`src/logic/pdrv_consts.vh`:
```
// constants shared by the pre-driver control logic
`ifndef PDRV_CONSTS_VH
`define PDRV_CONSTS_VH
`define PDRV_CLK_MHZ 50
`define PDRV_RST_NS 77
`define PDRV_RST_CYC ((`PDRV_RST_NS * `PDRV_CLK_MHZ) / 1000)
`define PDRV_FRAME_BITS 16
`define PDRV_CNT_W 5
`define PDRV_OP_HI 15
`define PDRV_OP_LO 12
`define PDRV_OP_NOP 4'h0
`define PDRV_OP_MASK_LO 4'h1
`define PDRV_OP_MASK_HI 4'h2
`define PDRV_OP_DEADTIME 4'h3
`define PDRV_OP_CONFIG 4'h4
`define PDRV_OP_CLR_INT 4'h5
`define PDRV_FAULTS 16
`define PDRV_MASK_RST 8'h00
`define PDRV_DT_W 8
`define PDRV_DT_RST 8'h0A
`define PDRV_CFG_DT_OVR 0
`define PDRV_CFG_XC_OVR 1
`define PDRV_CFG_RST 2'h0
`define PDRV_FLT_OC 0
`endif

```
`src/logic/pdrv_sync.v`:
```
// two-stage synchroniser for signals from outside the clock domain
`timescale 1ns/100ps
module pdrv_sync #(
  parameter W = 1,
  parameter [W-1:0] RV = {W{1'b0}}
) (
  // clock and reset
  input wire i_clk,
  input wire i_rst_n,
  // asynchronous input and synchronised output
  input wire [W-1:0] i_d,
  output wire [W-1:0] o_q
);
  reg [W-1:0] meta_q;
  reg [W-1:0] sync_q;

  always @(posedge i_clk or negedge i_rst_n) begin
    if (!i_rst_n) begin
      meta_q <= RV;
      sync_q <= RV;
    end else begin
      meta_q <= i_d;
      sync_q <= meta_q;
    end
  end

  assign o_q = sync_q;
endmodule

```
`src/logic/pdrv_spi.v`:
```
// serial port engine: shifts one frame in and the status word out
`timescale 1ns/100ps
`include "pdrv_consts.vh"
module pdrv_spi #(
  parameter FW = `PDRV_FRAME_BITS
) (
  // clock and reset
  input wire i_clk,
  input wire i_rst_n,
  input wire i_clr,
  // synchronised serial pins
  input wire i_sclk,
  input wire i_sdi,
  input wire i_cs_n,
  // word returned to the host
  input wire [FW-1:0] i_tx_word,
  // serial output
  output reg o_sdo,
  output reg o_sdo_oe_n,
  // received frame
  output reg [FW-1:0] o_rx_word,
  output reg o_rx_valid
);
  reg sclk_q;
  reg cs_n_q;
  reg [FW-1:0] tx_q;
  reg [FW-1:0] rx_q;
  reg [`PDRV_CNT_W-1:0] cnt_q;
  wire sclk_rise;
  wire sclk_fall;
  wire cs_fall;
  wire cs_rise;

  assign sclk_rise = ~sclk_q & i_sclk;
  assign sclk_fall = sclk_q & ~i_sclk;
  assign cs_fall = cs_n_q & ~i_cs_n;
  assign cs_rise = ~cs_n_q & i_cs_n;

  always @(posedge i_clk or negedge i_rst_n) begin
    if (!i_rst_n) begin
      sclk_q <= 1'b0;
      cs_n_q <= 1'b1;
      tx_q <= {FW{1'b0}};
      rx_q <= {FW{1'b0}};
      cnt_q <= {`PDRV_CNT_W{1'b0}};
      o_sdo <= 1'b0;
      o_sdo_oe_n <= 1'b1;
      o_rx_word <= {FW{1'b0}};
      o_rx_valid <= 1'b0;
    end else if (i_clr) begin
      // port refused: no frame is taken and the output floats
      sclk_q <= i_sclk;
      cs_n_q <= 1'b1;
      cnt_q <= {`PDRV_CNT_W{1'b0}};
      o_sdo <= 1'b0;
      o_sdo_oe_n <= 1'b1;
      o_rx_valid <= 1'b0;
    end else begin
      sclk_q <= i_sclk;
      cs_n_q <= i_cs_n;
      o_rx_valid <= 1'b0;
      if (cs_fall) begin
        tx_q <= i_tx_word;
        cnt_q <= {`PDRV_CNT_W{1'b0}};
        o_sdo <= 1'b0;
        o_sdo_oe_n <= 1'b0;
      end else if (cs_rise) begin
        o_sdo_oe_n <= 1'b1;
        if (cnt_q == FW[`PDRV_CNT_W-1:0]) begin
          o_rx_word <= rx_q;
          o_rx_valid <= 1'b1;
        end
      end else if (!i_cs_n) begin
        if (sclk_rise) begin
          o_sdo <= tx_q[FW-1];
          tx_q <= {tx_q[FW-2:0], 1'b0};
        end
        if (sclk_fall) begin
          rx_q <= {rx_q[FW-2:0], i_sdi};
          if (cnt_q != {`PDRV_CNT_W{1'b1}}) begin
            cnt_q <= cnt_q + 1'b1;
          end
        end
      end
    end
  end
endmodule

```
`src/logic/pdrv_top.v`:
```
// control logic of the three-phase gate pre-driver
`timescale 1ns/100ps
`include "pdrv_consts.vh"
module pdrv_top #(
  parameter NF = `PDRV_FAULTS,
  parameter DTW = `PDRV_DT_W
) (
  // clock and system reset
  input wire i_clk,
  input wire i_rst_n,
  // device reset pin and power-on comparator
  input wire i_reset_n,
  input wire i_vdd_ok,
  // enables
  input wire i_enable_first,
  input wire i_enable_second,
  // phase commands
  input wire i_a_high_cmd_n,
  input wire i_a_low_cmd,
  input wire i_b_high_cmd_n,
  input wire i_b_low_cmd,
  input wire i_c_high_cmd_n,
  input wire i_c_low_cmd,
  // serial port
  input wire i_cs_n,
  input wire i_sclk,
  input wire i_sdi,
  output wire o_sdo,
  output wire o_sdo_oe_n,
  // analog comparator and fault sources
  input wire [2:0] i_phase_above_half,
  input wire i_overcurrent,
  input wire [NF-1:0] i_fault,
  // gate drive commands
  output wire o_a_high_gate,
  output wire o_a_low_gate,
  output wire o_b_high_gate,
  output wire o_b_low_gate,
  output wire o_c_high_gate,
  output wire o_c_low_gate,
  // driver and supply control
  output wire o_drv_oe_n,
  output wire o_gate_pulldown,
  output wire o_bias_en,
  output wire o_vdd_reg_en,
  // status outputs
  output wire o_int,
  output wire o_phase_a_half_flag,
  output wire o_phase_b_half_flag,
  output wire o_phase_c_half_flag,
  output wire o_overcurrent_flag
);
  // cycles from reset pin fall to logic clear must not pass this
  localparam RST_CYC = `PDRV_RST_CYC;

  wire [2:0] hi_n_s;
  wire [2:0] lo_s;
  wire [1:0] en_s;
  wire [1:0] sup_s;
  wire [2:0] spi_s;
  wire [3:0] ana_s;
  wire [NF-1:0] flt_s;
  wire en_ok;
  wire logic_clr;
  wire gate_clr_n;
  wire [`PDRV_FRAME_BITS-1:0] rx_word;
  wire rx_valid;
  wire [3:0] opcode;
  wire [NF-1:0] mask_all;
  wire [NF-1:0] flt_pend;

  reg [2:0] gate_hi_q;
  reg [2:0] gate_lo_q;
  reg [2:0] gate_hi_d;
  reg [2:0] gate_lo_d;
  reg [2:0] boot_ok_q;
  reg [DTW-1:0] dt_cnt_q [0:2];
  reg [DTW-1:0] dt_cnt_d [0:2];
  reg [7:0] mask_lo_q;
  reg [7:0] mask_hi_q;
  reg [DTW-1:0] dt_len_q;
  reg [1:0] cfg_q;
  reg [NF-1:0] flt_q;
  reg int_q;
  reg clr_int;
  reg drv_oe_n_q;
  reg pulldown_q;
  reg bias_q;
  reg vreg_q;
  reg [2:0] half_q;
  reg oc_q;
  reg [2:0] want_hi;
  reg [2:0] want_lo;
  integer p;
  integer k;

  // input synchronisers
  pdrv_sync #(.W(3), .RV(3'h7)) u_sync_hi (
    .i_clk(i_clk),
    .i_rst_n(i_rst_n),
    .i_d({i_c_high_cmd_n, i_b_high_cmd_n, i_a_high_cmd_n}),
    .o_q(hi_n_s)
  );
  pdrv_sync #(.W(3), .RV(3'h0)) u_sync_lo (
    .i_clk(i_clk),
    .i_rst_n(i_rst_n),
    .i_d({i_c_low_cmd, i_b_low_cmd, i_a_low_cmd}),
    .o_q(lo_s)
  );
  pdrv_sync #(.W(2), .RV(2'h0)) u_sync_en (
    .i_clk(i_clk),
    .i_rst_n(i_rst_n),
    .i_d({i_enable_second, i_enable_first}),
    .o_q(en_s)
  );
  pdrv_sync #(.W(2), .RV(2'h0)) u_sync_sup (
    .i_clk(i_clk),
    .i_rst_n(i_rst_n),
    .i_d({i_vdd_ok, i_reset_n}),
    .o_q(sup_s)
  );
  pdrv_sync #(.W(3), .RV(3'h1)) u_sync_spi (
    .i_clk(i_clk),
    .i_rst_n(i_rst_n),
    .i_d({i_sdi, i_sclk, i_cs_n}),
    .o_q(spi_s)
  );
  pdrv_sync #(.W(4), .RV(4'h0)) u_sync_ana (
    .i_clk(i_clk),
    .i_rst_n(i_rst_n),
    .i_d({i_overcurrent, i_phase_above_half}),
    .o_q(ana_s)
  );
  pdrv_sync #(.W(NF), .RV({NF{1'b0}})) u_sync_flt (
    .i_clk(i_clk),
    .i_rst_n(i_rst_n),
    .i_d(i_fault),
    .o_q(flt_s)
  );

  // logic clear: two sync stages plus one edge stays within RST_CYC
  assign logic_clr = ~sup_s[0] | ~sup_s[1];
  assign en_ok = en_s[0] & en_s[1];
  // raw pins clear the gate flops without waiting for the clock
  assign gate_clr_n = i_rst_n & i_reset_n & i_enable_first & i_enable_second;

  // serial engine
  pdrv_spi #(.FW(`PDRV_FRAME_BITS)) u_spi (
    .i_clk(i_clk),
    .i_rst_n(i_rst_n),
    .i_clr(logic_clr),
    .i_sclk(spi_s[1]),
    .i_sdi(spi_s[2]),
    .i_cs_n(spi_s[0]),
    .i_tx_word(flt_q),
    .o_sdo(o_sdo),
    .o_sdo_oe_n(o_sdo_oe_n),
    .o_rx_word(rx_word),
    .o_rx_valid(rx_valid)
  );

  assign opcode = rx_word[`PDRV_OP_HI:`PDRV_OP_LO];

  // command decode and configuration
  always @(posedge i_clk or negedge i_rst_n) begin
    if (!i_rst_n) begin
      mask_lo_q <= `PDRV_MASK_RST;
      mask_hi_q <= `PDRV_MASK_RST;
      dt_len_q <= `PDRV_DT_RST;
      cfg_q <= `PDRV_CFG_RST;
    end else if (logic_clr) begin
      mask_lo_q <= `PDRV_MASK_RST;
      mask_hi_q <= `PDRV_MASK_RST;
      dt_len_q <= `PDRV_DT_RST;
      cfg_q <= `PDRV_CFG_RST;
    end else if (rx_valid) begin
      case (opcode)
        `PDRV_OP_MASK_LO: begin
          mask_lo_q <= rx_word[7:0];
        end
        `PDRV_OP_MASK_HI: begin
          mask_hi_q <= rx_word[7:0];
        end
        `PDRV_OP_DEADTIME: begin
          dt_len_q <= rx_word[DTW-1:0];
        end
        `PDRV_OP_CONFIG: begin
          cfg_q <= rx_word[1:0];
        end
        default: begin
          cfg_q <= cfg_q;
        end
      endcase
    end
  end

  always @* begin
    clr_int = rx_valid & (opcode == `PDRV_OP_CLR_INT);
  end

  // fault latch and interrupt; a new fault wins over a clear
  assign mask_all = {mask_hi_q, mask_lo_q};
  assign flt_pend = flt_q & ~mask_all;

  always @(posedge i_clk or negedge i_rst_n) begin
    if (!i_rst_n) begin
      flt_q <= {NF{1'b0}};
      int_q <= 1'b0;
    end else if (logic_clr) begin
      flt_q <= {NF{1'b0}};
      int_q <= 1'b0;
    end else begin
      if (clr_int) begin
        flt_q <= flt_s;
      end else begin
        flt_q <= flt_q | flt_s;
      end
      int_q <= (clr_int ? |(flt_s & ~mask_all) : |flt_pend);
    end
  end

  // dead time, cross-conduction and bootstrap ordering
  always @* begin
    for (p = 0; p < 3; p = p + 1) begin
      want_hi[p] = en_ok & boot_ok_q[p] & ~hi_n_s[p];
      want_lo[p] = en_ok & lo_s[p];
      if (want_hi[p] & want_lo[p] & ~cfg_q[`PDRV_CFG_XC_OVR]) begin
        want_hi[p] = 1'b0;
        want_lo[p] = 1'b0;
      end
      if (cfg_q[`PDRV_CFG_DT_OVR]) begin
        gate_hi_d[p] = want_hi[p];
        gate_lo_d[p] = want_lo[p];
      end else begin
        gate_hi_d[p] = want_hi[p] & (gate_hi_q[p] |
          (~gate_lo_q[p] & (dt_cnt_q[p] == {DTW{1'b0}})));
        gate_lo_d[p] = want_lo[p] & (gate_lo_q[p] |
          (~gate_hi_q[p] & (dt_cnt_q[p] == {DTW{1'b0}})));
      end
      if ((gate_hi_q[p] & ~gate_hi_d[p]) | (gate_lo_q[p] & ~gate_lo_d[p])) begin
        dt_cnt_d[p] = dt_len_q;
      end else if (dt_cnt_q[p] != {DTW{1'b0}}) begin
        dt_cnt_d[p] = dt_cnt_q[p] - 1'b1;
      end else begin
        dt_cnt_d[p] = dt_cnt_q[p];
      end
    end
  end

  // gate flops drop at once when an enable or reset pin falls
  always @(posedge i_clk or negedge gate_clr_n) begin
    if (!gate_clr_n) begin
      gate_hi_q <= 3'h0;
      gate_lo_q <= 3'h0;
    end else if (logic_clr) begin
      gate_hi_q <= 3'h0;
      gate_lo_q <= 3'h0;
    end else begin
      gate_hi_q <= gate_hi_d;
      gate_lo_q <= gate_lo_d;
    end
  end

  always @(posedge i_clk or negedge i_rst_n) begin
    if (!i_rst_n) begin
      boot_ok_q <= 3'h0;
      for (k = 0; k < 3; k = k + 1) begin
        dt_cnt_q[k] <= {DTW{1'b0}};
      end
    end else if (logic_clr) begin
      boot_ok_q <= 3'h0;
      for (k = 0; k < 3; k = k + 1) begin
        dt_cnt_q[k] <= {DTW{1'b0}};
      end
    end else begin
      // a disable forgets the charge; a low-side pulse restores it
      if (!en_ok) begin
        boot_ok_q <= 3'h0;
      end else begin
        boot_ok_q <= boot_ok_q | gate_lo_q;
      end
      for (k = 0; k < 3; k = k + 1) begin
        dt_cnt_q[k] <= dt_cnt_d[k];
      end
    end
  end

  // supply, bias and driver state; flags follow the comparators and read 0 during logic clear
  always @(posedge i_clk or negedge i_rst_n) begin
    if (!i_rst_n) begin
      drv_oe_n_q <= 1'b1;
      pulldown_q <= 1'b1;
      bias_q <= 1'b0;
      vreg_q <= 1'b0;
      half_q <= 3'h0;
      oc_q <= 1'b0;
    end else begin
      drv_oe_n_q <= ~sup_s[1];
      pulldown_q <= ~sup_s[0];
      bias_q <= sup_s[0];
      vreg_q <= sup_s[0];
      half_q <= logic_clr ? 3'h0 : ana_s[2:0];
      oc_q <= logic_clr ? 1'b0 : ana_s[3];
    end
  end

  assign o_a_high_gate = gate_hi_q[0];
  assign o_b_high_gate = gate_hi_q[1];
  assign o_c_high_gate = gate_hi_q[2];
  assign o_a_low_gate = gate_lo_q[0];
  assign o_b_low_gate = gate_lo_q[1];
  assign o_c_low_gate = gate_lo_q[2];
  assign o_drv_oe_n = drv_oe_n_q;
  assign o_gate_pulldown = pulldown_q;
  assign o_bias_en = bias_q;
  assign o_vdd_reg_en = vreg_q;
  assign o_int = int_q;
  assign o_phase_a_half_flag = half_q[0];
  assign o_phase_b_half_flag = half_q[1];
  assign o_phase_c_half_flag = half_q[2];
  assign o_overcurrent_flag = oc_q;
endmodule

```
`config.mk`:
```
export PLATFORM = sky130hd
export DESIGN_NAME = pdrv_top
export DESIGN_NICKNAME = d
export VERILOG_FILES = /design/src/logic/pdrv_sync.v /design/src/logic/pdrv_spi.v /design/src/logic/pdrv_top.v
export VERILOG_INCLUDE_DIRS = /design/src /design/src/logic
export SDC_FILE = /design/constraint.sdc
export NUM_CORES = 1
export LEC_CHECK = 0
export BUFFER_PORTS_ARGS = -buffer_cell sky130_fd_sc_hd__clkbuf_2
export CAP_MARGIN = 40
export CELL_PAD_IN_SITES_DETAIL_PLACEMENT = 1
export CELL_PAD_IN_SITES_GLOBAL_PLACEMENT = 1
export CORE_ASPECT_RATIO = 2
export CORE_MARGIN = 3
export CORE_UTILIZATION = 30
export DETAILED_ROUTE_END_ITERATION = 6
export GPL_ROUTABILITY_DRIVEN = 0
export PLACE_DENSITY = 0.54
export SYNTH_ARGS = -nofsm -noshare
export SYNTH_HDL_FRONTEND = slang
export SYNTH_SLANG_ARGS = --single-unit
```
`constraint.sdc`:
```
create_clock -name i_clk -period 5.6 [get_ports i_clk]
set_input_delay 1.12 -clock i_clk [delete_from_list [all_inputs] [get_ports i_clk]]
set_output_delay 1.12 -clock i_clk [all_outputs]
set_load 0.01 [all_outputs]
```
==> metrics.csv <==
stage,metric,value,unit
run_status,outcome,"complete, no violations",
floorplanning,die_w,122,um
floorplanning,boundaryPins,52,
critical_path,cp_cell_sequence,"nand2b_1, buf_8, nand2_4, or4b_4, mux2_4",
critical_path,r2r-end,u_spi.rx_q[8],
critical_path,worst-path-max-fanout,16,
timing,fmax,0.393,GHz
synthesis,synthFlopType,dfrtp_1,
synthesis,synthXorXnorAreaFrac,1.73,%
timing,grt_setup_unrepaired,no,
floorplanning,dieHeight,239,um
finish,diodes,0,
synthesis,seq_area_frac_synth,62.8,%
synthesis,syn_area_per_cell,12.0,um^2
floorplanning,coreArea,0.0265,mm^2
global_route,grt.overflow.total,0,
floorplanning,rows,84,
clocking,cts_tree,yes,
timing,timing.slew.headroom,43.8,%
clocking,ctsResizeCount,0,
pwr,ir_worst_vdd,0.000199,V
detailed_routing,finalWirelength,19500,um
clocking,cts-root-buf,clkbuf_16,
synthesis,synth_edf_count,0,
global_route,gr-usage-all-layers,13.7,%
job,maxCapViolCount,0,
synthesis,synth_top_cells_by_area,"dfrtp_1 58%, mux2i_1 5.9%, dfstp_2 4.5%, nor2_1 3.9%, mux2_2 3.1%",
detailed_routing,drt_iter0_drc,184,
finish,postLayoutCoreUtil,35.9,%
global_route,antenna_found_initial,0,
synthesis,yosys-mux-area-fraction,10.8,%
hold_path,hold_start,u_sync_flt.meta_q[14],
critical_path,crit_type,flip-flop to flip-flop,
placement,dp.final_hpwl,13900,um
timing,final.setup.tns,0,ps
synthesis,synth_cells,675,
placement,dp_cells,1055,
synthesis,synth_nets,719,
critical_path,cp_slowest_cell,or4b_4,
global_route,grt_pass1_vias,5845,
synthesis,yosys_warnings,0,
detailed_routing,detail_route.vias_per_cell,4.78,
critical_path,ff2ff_path_depth,5,
finish,instances_no_fill,1092,
timing,min_period,2550,ps
detailed_routing,drc_errors,0,
detailed_routing,vias,5218,
timing,timing.final.crit_share,45.5,%
synthesis,synth_compound_area_share,8.00,%
global_route,grt_pass1_wl,31200,um
placement,pre_cts_ws,3010,ps
timing,report.final.slew_viol_count,0,
critical_path,reg2reg_from,u_sync_spi.o_q[0],
synthesis,ys_types,56,
placement,numPortBuffers,51,
synthesis,synth_top_area_cell,dfrtp_1,
critical_path,max_stage_delay,710,ps
synthesis,synth_top_area_share,58.3,%
critical_path,end_kind,flip-flop,
timing,finalSetupViolations,0,
timing,setup_ws,3050,ps
clocking,h-tree-depth,1,
pwr,p_leak,4.41,nW
detailed_routing,final_antenna_net_count,0,
synthesis,synth_fa_ha_area_share,1.39,%
clocking,clkLatencyLatePin,500,ps
hold_path,min_path_cells,0,
timing,worst_pin_slew,843,ps
timing,clock_skew,11.1,ps
hold_path,worstHoldPathType,flip-flop to flip-flop,
finish,drive_gt1_share,19.7,%
timing,hold_violations,0,
clocking,path_clk_slew,60,ps
pwr,p_per_area,443,mW/mm^2
hold_path,holdPathEnd,u_sync_flt.o_q[14],
synthesis,synth_area,0.00812,mm^2
floorplanning,dieArea,0.0292,mm^2
finish,fill_cells,2904,
synthesis,synth_seq_cells,203,
synthesis,synth_top_family_by_area,simple AND/OR/NAND/NOR gates,
finish,syn_to_final_growth,17.2,%
clocking,cts_sinks,203,
detailed_routing,drtPass1Iterations,4,
critical_path,cp.arrival,2920,ps
critical_path,reg2reg_slack,3050,ps
global_route,grt_max_degree,77,
detailed_routing,wl_per_cell,17.8,um
finish,num-nets-final,778,
clocking,cts-hold-fix-buffers,0,
clocking,cts_buffers,21,
clocking,cts_setup_buffers,0,
synthesis,synthArstFlopShare,100,%
critical_path,critPathLaunchType,flip-flop,
timing,whs,347,ps
clocking,clockBufferDepth,3,
synthesis,yosys.area_share.simple,11.9,%
floorplanning,start_util,30.7,%
critical_path,critPathRequiredTime,5970,ps
==> synth_stat cells, types with 5 or more instances <==
master	count
dfrtp_1	189
nor2_1	84
mux2i_1	48
a21oi_1	45
nand2_1	42
inv_1	40
mux2_2	22
clkbuf_1	18
o21ai_0	18
dfstp_2	14
xnor2_1	13
mux2_4	10
nand2b_1	10
or3_1	10
ha_1	9
nor3b_1	9
nor2b_1	8
o22ai_1	7
a2111oi_0	5
and3_1	5
nand3_1	5
o31ai_1	5
==> layout make-up <==
class | count | area, um^2 | share of cell area, %
Sequential cell | 203 | 5100 | 53.6
Clock inverter | 11 | 185 | 1.95
Multi-Input combinational cell | 407 | 2750 | 28.9
Clock buffer | 26 | 564 | 5.93
Tap cell | 344 | 430 | 4.52
Timing Repair Buffer | 61 | 343 | 3.60
Inverter | 40 | 150 | 1.58
==> cells by family (layout without fill, tap and decap cells) <==
group	after synthesis	count (layout)
AOI/OAI and AO/OA	104	104
xor gates and xnor gates	16	16
adders and majority gates	9	9
buffers and inverters	65	138
DFF	203	203
muxes	80	80
and+or+nand+nor	198	198
==> power breakdown <==
| group | internal (mW) | leakage [nW] | switching, mW | total, mW |
|---|---|---|---|---|
| clock network | 0.946 | 0.363 | 0.570 | 1.52 |
| logic | 0.474 | 1.42 | 0.544 | 1.02 |
| registers | 1.59 | 2.62 | 0.0996 | 1.69 |
| total | 3.01 | 4.41 | 1.21 | 4.22 |
==> metrics by stage <==
step / cell area [um^2] / power, mW
after floorplan: 8120 / 2.46
after global placement: 8730 / 2.72
after detailed placement: 8770 / 2.76
after CTS: 9520 / 4.32
after global routing: 9520 / 4.49
final: 9520 / 4.22
==> how the worst max path moves through the flow <==
stage	start	end	slack, ps	cells after the start
after floorplan	u_sync_spi.o_q[0]	u_spi.rx_q[10]	3530	7
after global placement	u_sync_spi.o_q[0]	u_spi.rx_q[15]	2850	4
after detailed placement	i_rst_n	flt_q[7]	3010	2
after CTS	u_sync_spi.o_q[0]	u_spi.rx_q[8]	3030	5
after global routing	u_sync_spi.o_q[0]	u_spi.rx_q[8]	2960	5
final	u_sync_spi.o_q[0]	u_spi.rx_q[8]	3050	5
==> flip-flops by register name, indices dropped and copies added, names as in the netlist, 4 cells and up <==
register and cells:
u_sync_ana.meta_q 4, u_sync_flt.meta_q 16, u_spi.tx_q 16, u_spi.cnt_q 5, mask_lo_q 8, mask_hi_q 8, u_spi.rx_q 16, flt_q 16
u_sync_flt.o_q 16, dt_cnt_q 24, u_sync_ana.o_q 4, u_spi.o_rx_word 12, dt_len_q 8
==> critical path, delay by kind of cell (launching register included) <==
kind | cells | cell delay, ps
buffers and inverters | 1 | 230
multiplexers | 1 | 350
flip-flops | 1 | 600
AND/OR/NAND/NOR | 3 | 1230
==> cells in the final DEF, fill, tap and decap left out, types with 13 or more instances in the layout <==
master | Yosys | layout
xnor2_1 | 13 | 13
clkbuf_2 | 0 | 50
clkbuf_16 | 0 | 21
mux2i_1 | 48 | 48
o21ai_0 | 18 | 18
mux2_2 | 22 | 22
inv_1 | 40 | 40
dfstp_2 | 14 | 14
nand2_1 | 42 | 41
a21oi_1 | 45 | 45
nor2_1 | 84 | 84
dfrtp_1 | 189 | 189
==> per-layer routing <==
metal / part of all wire, % / GRT usage [%] / vias to the layer above
met3: 2.1 / 1.54 / 36
met5: 0 / 0 / -
met1: 35 / 13.6 / 2690
met2: 58 / 26.8 / 72
met4: 5.0 / 7.31 / 0
li1: - / - / 2420
(Power assumes the default switching activity.)
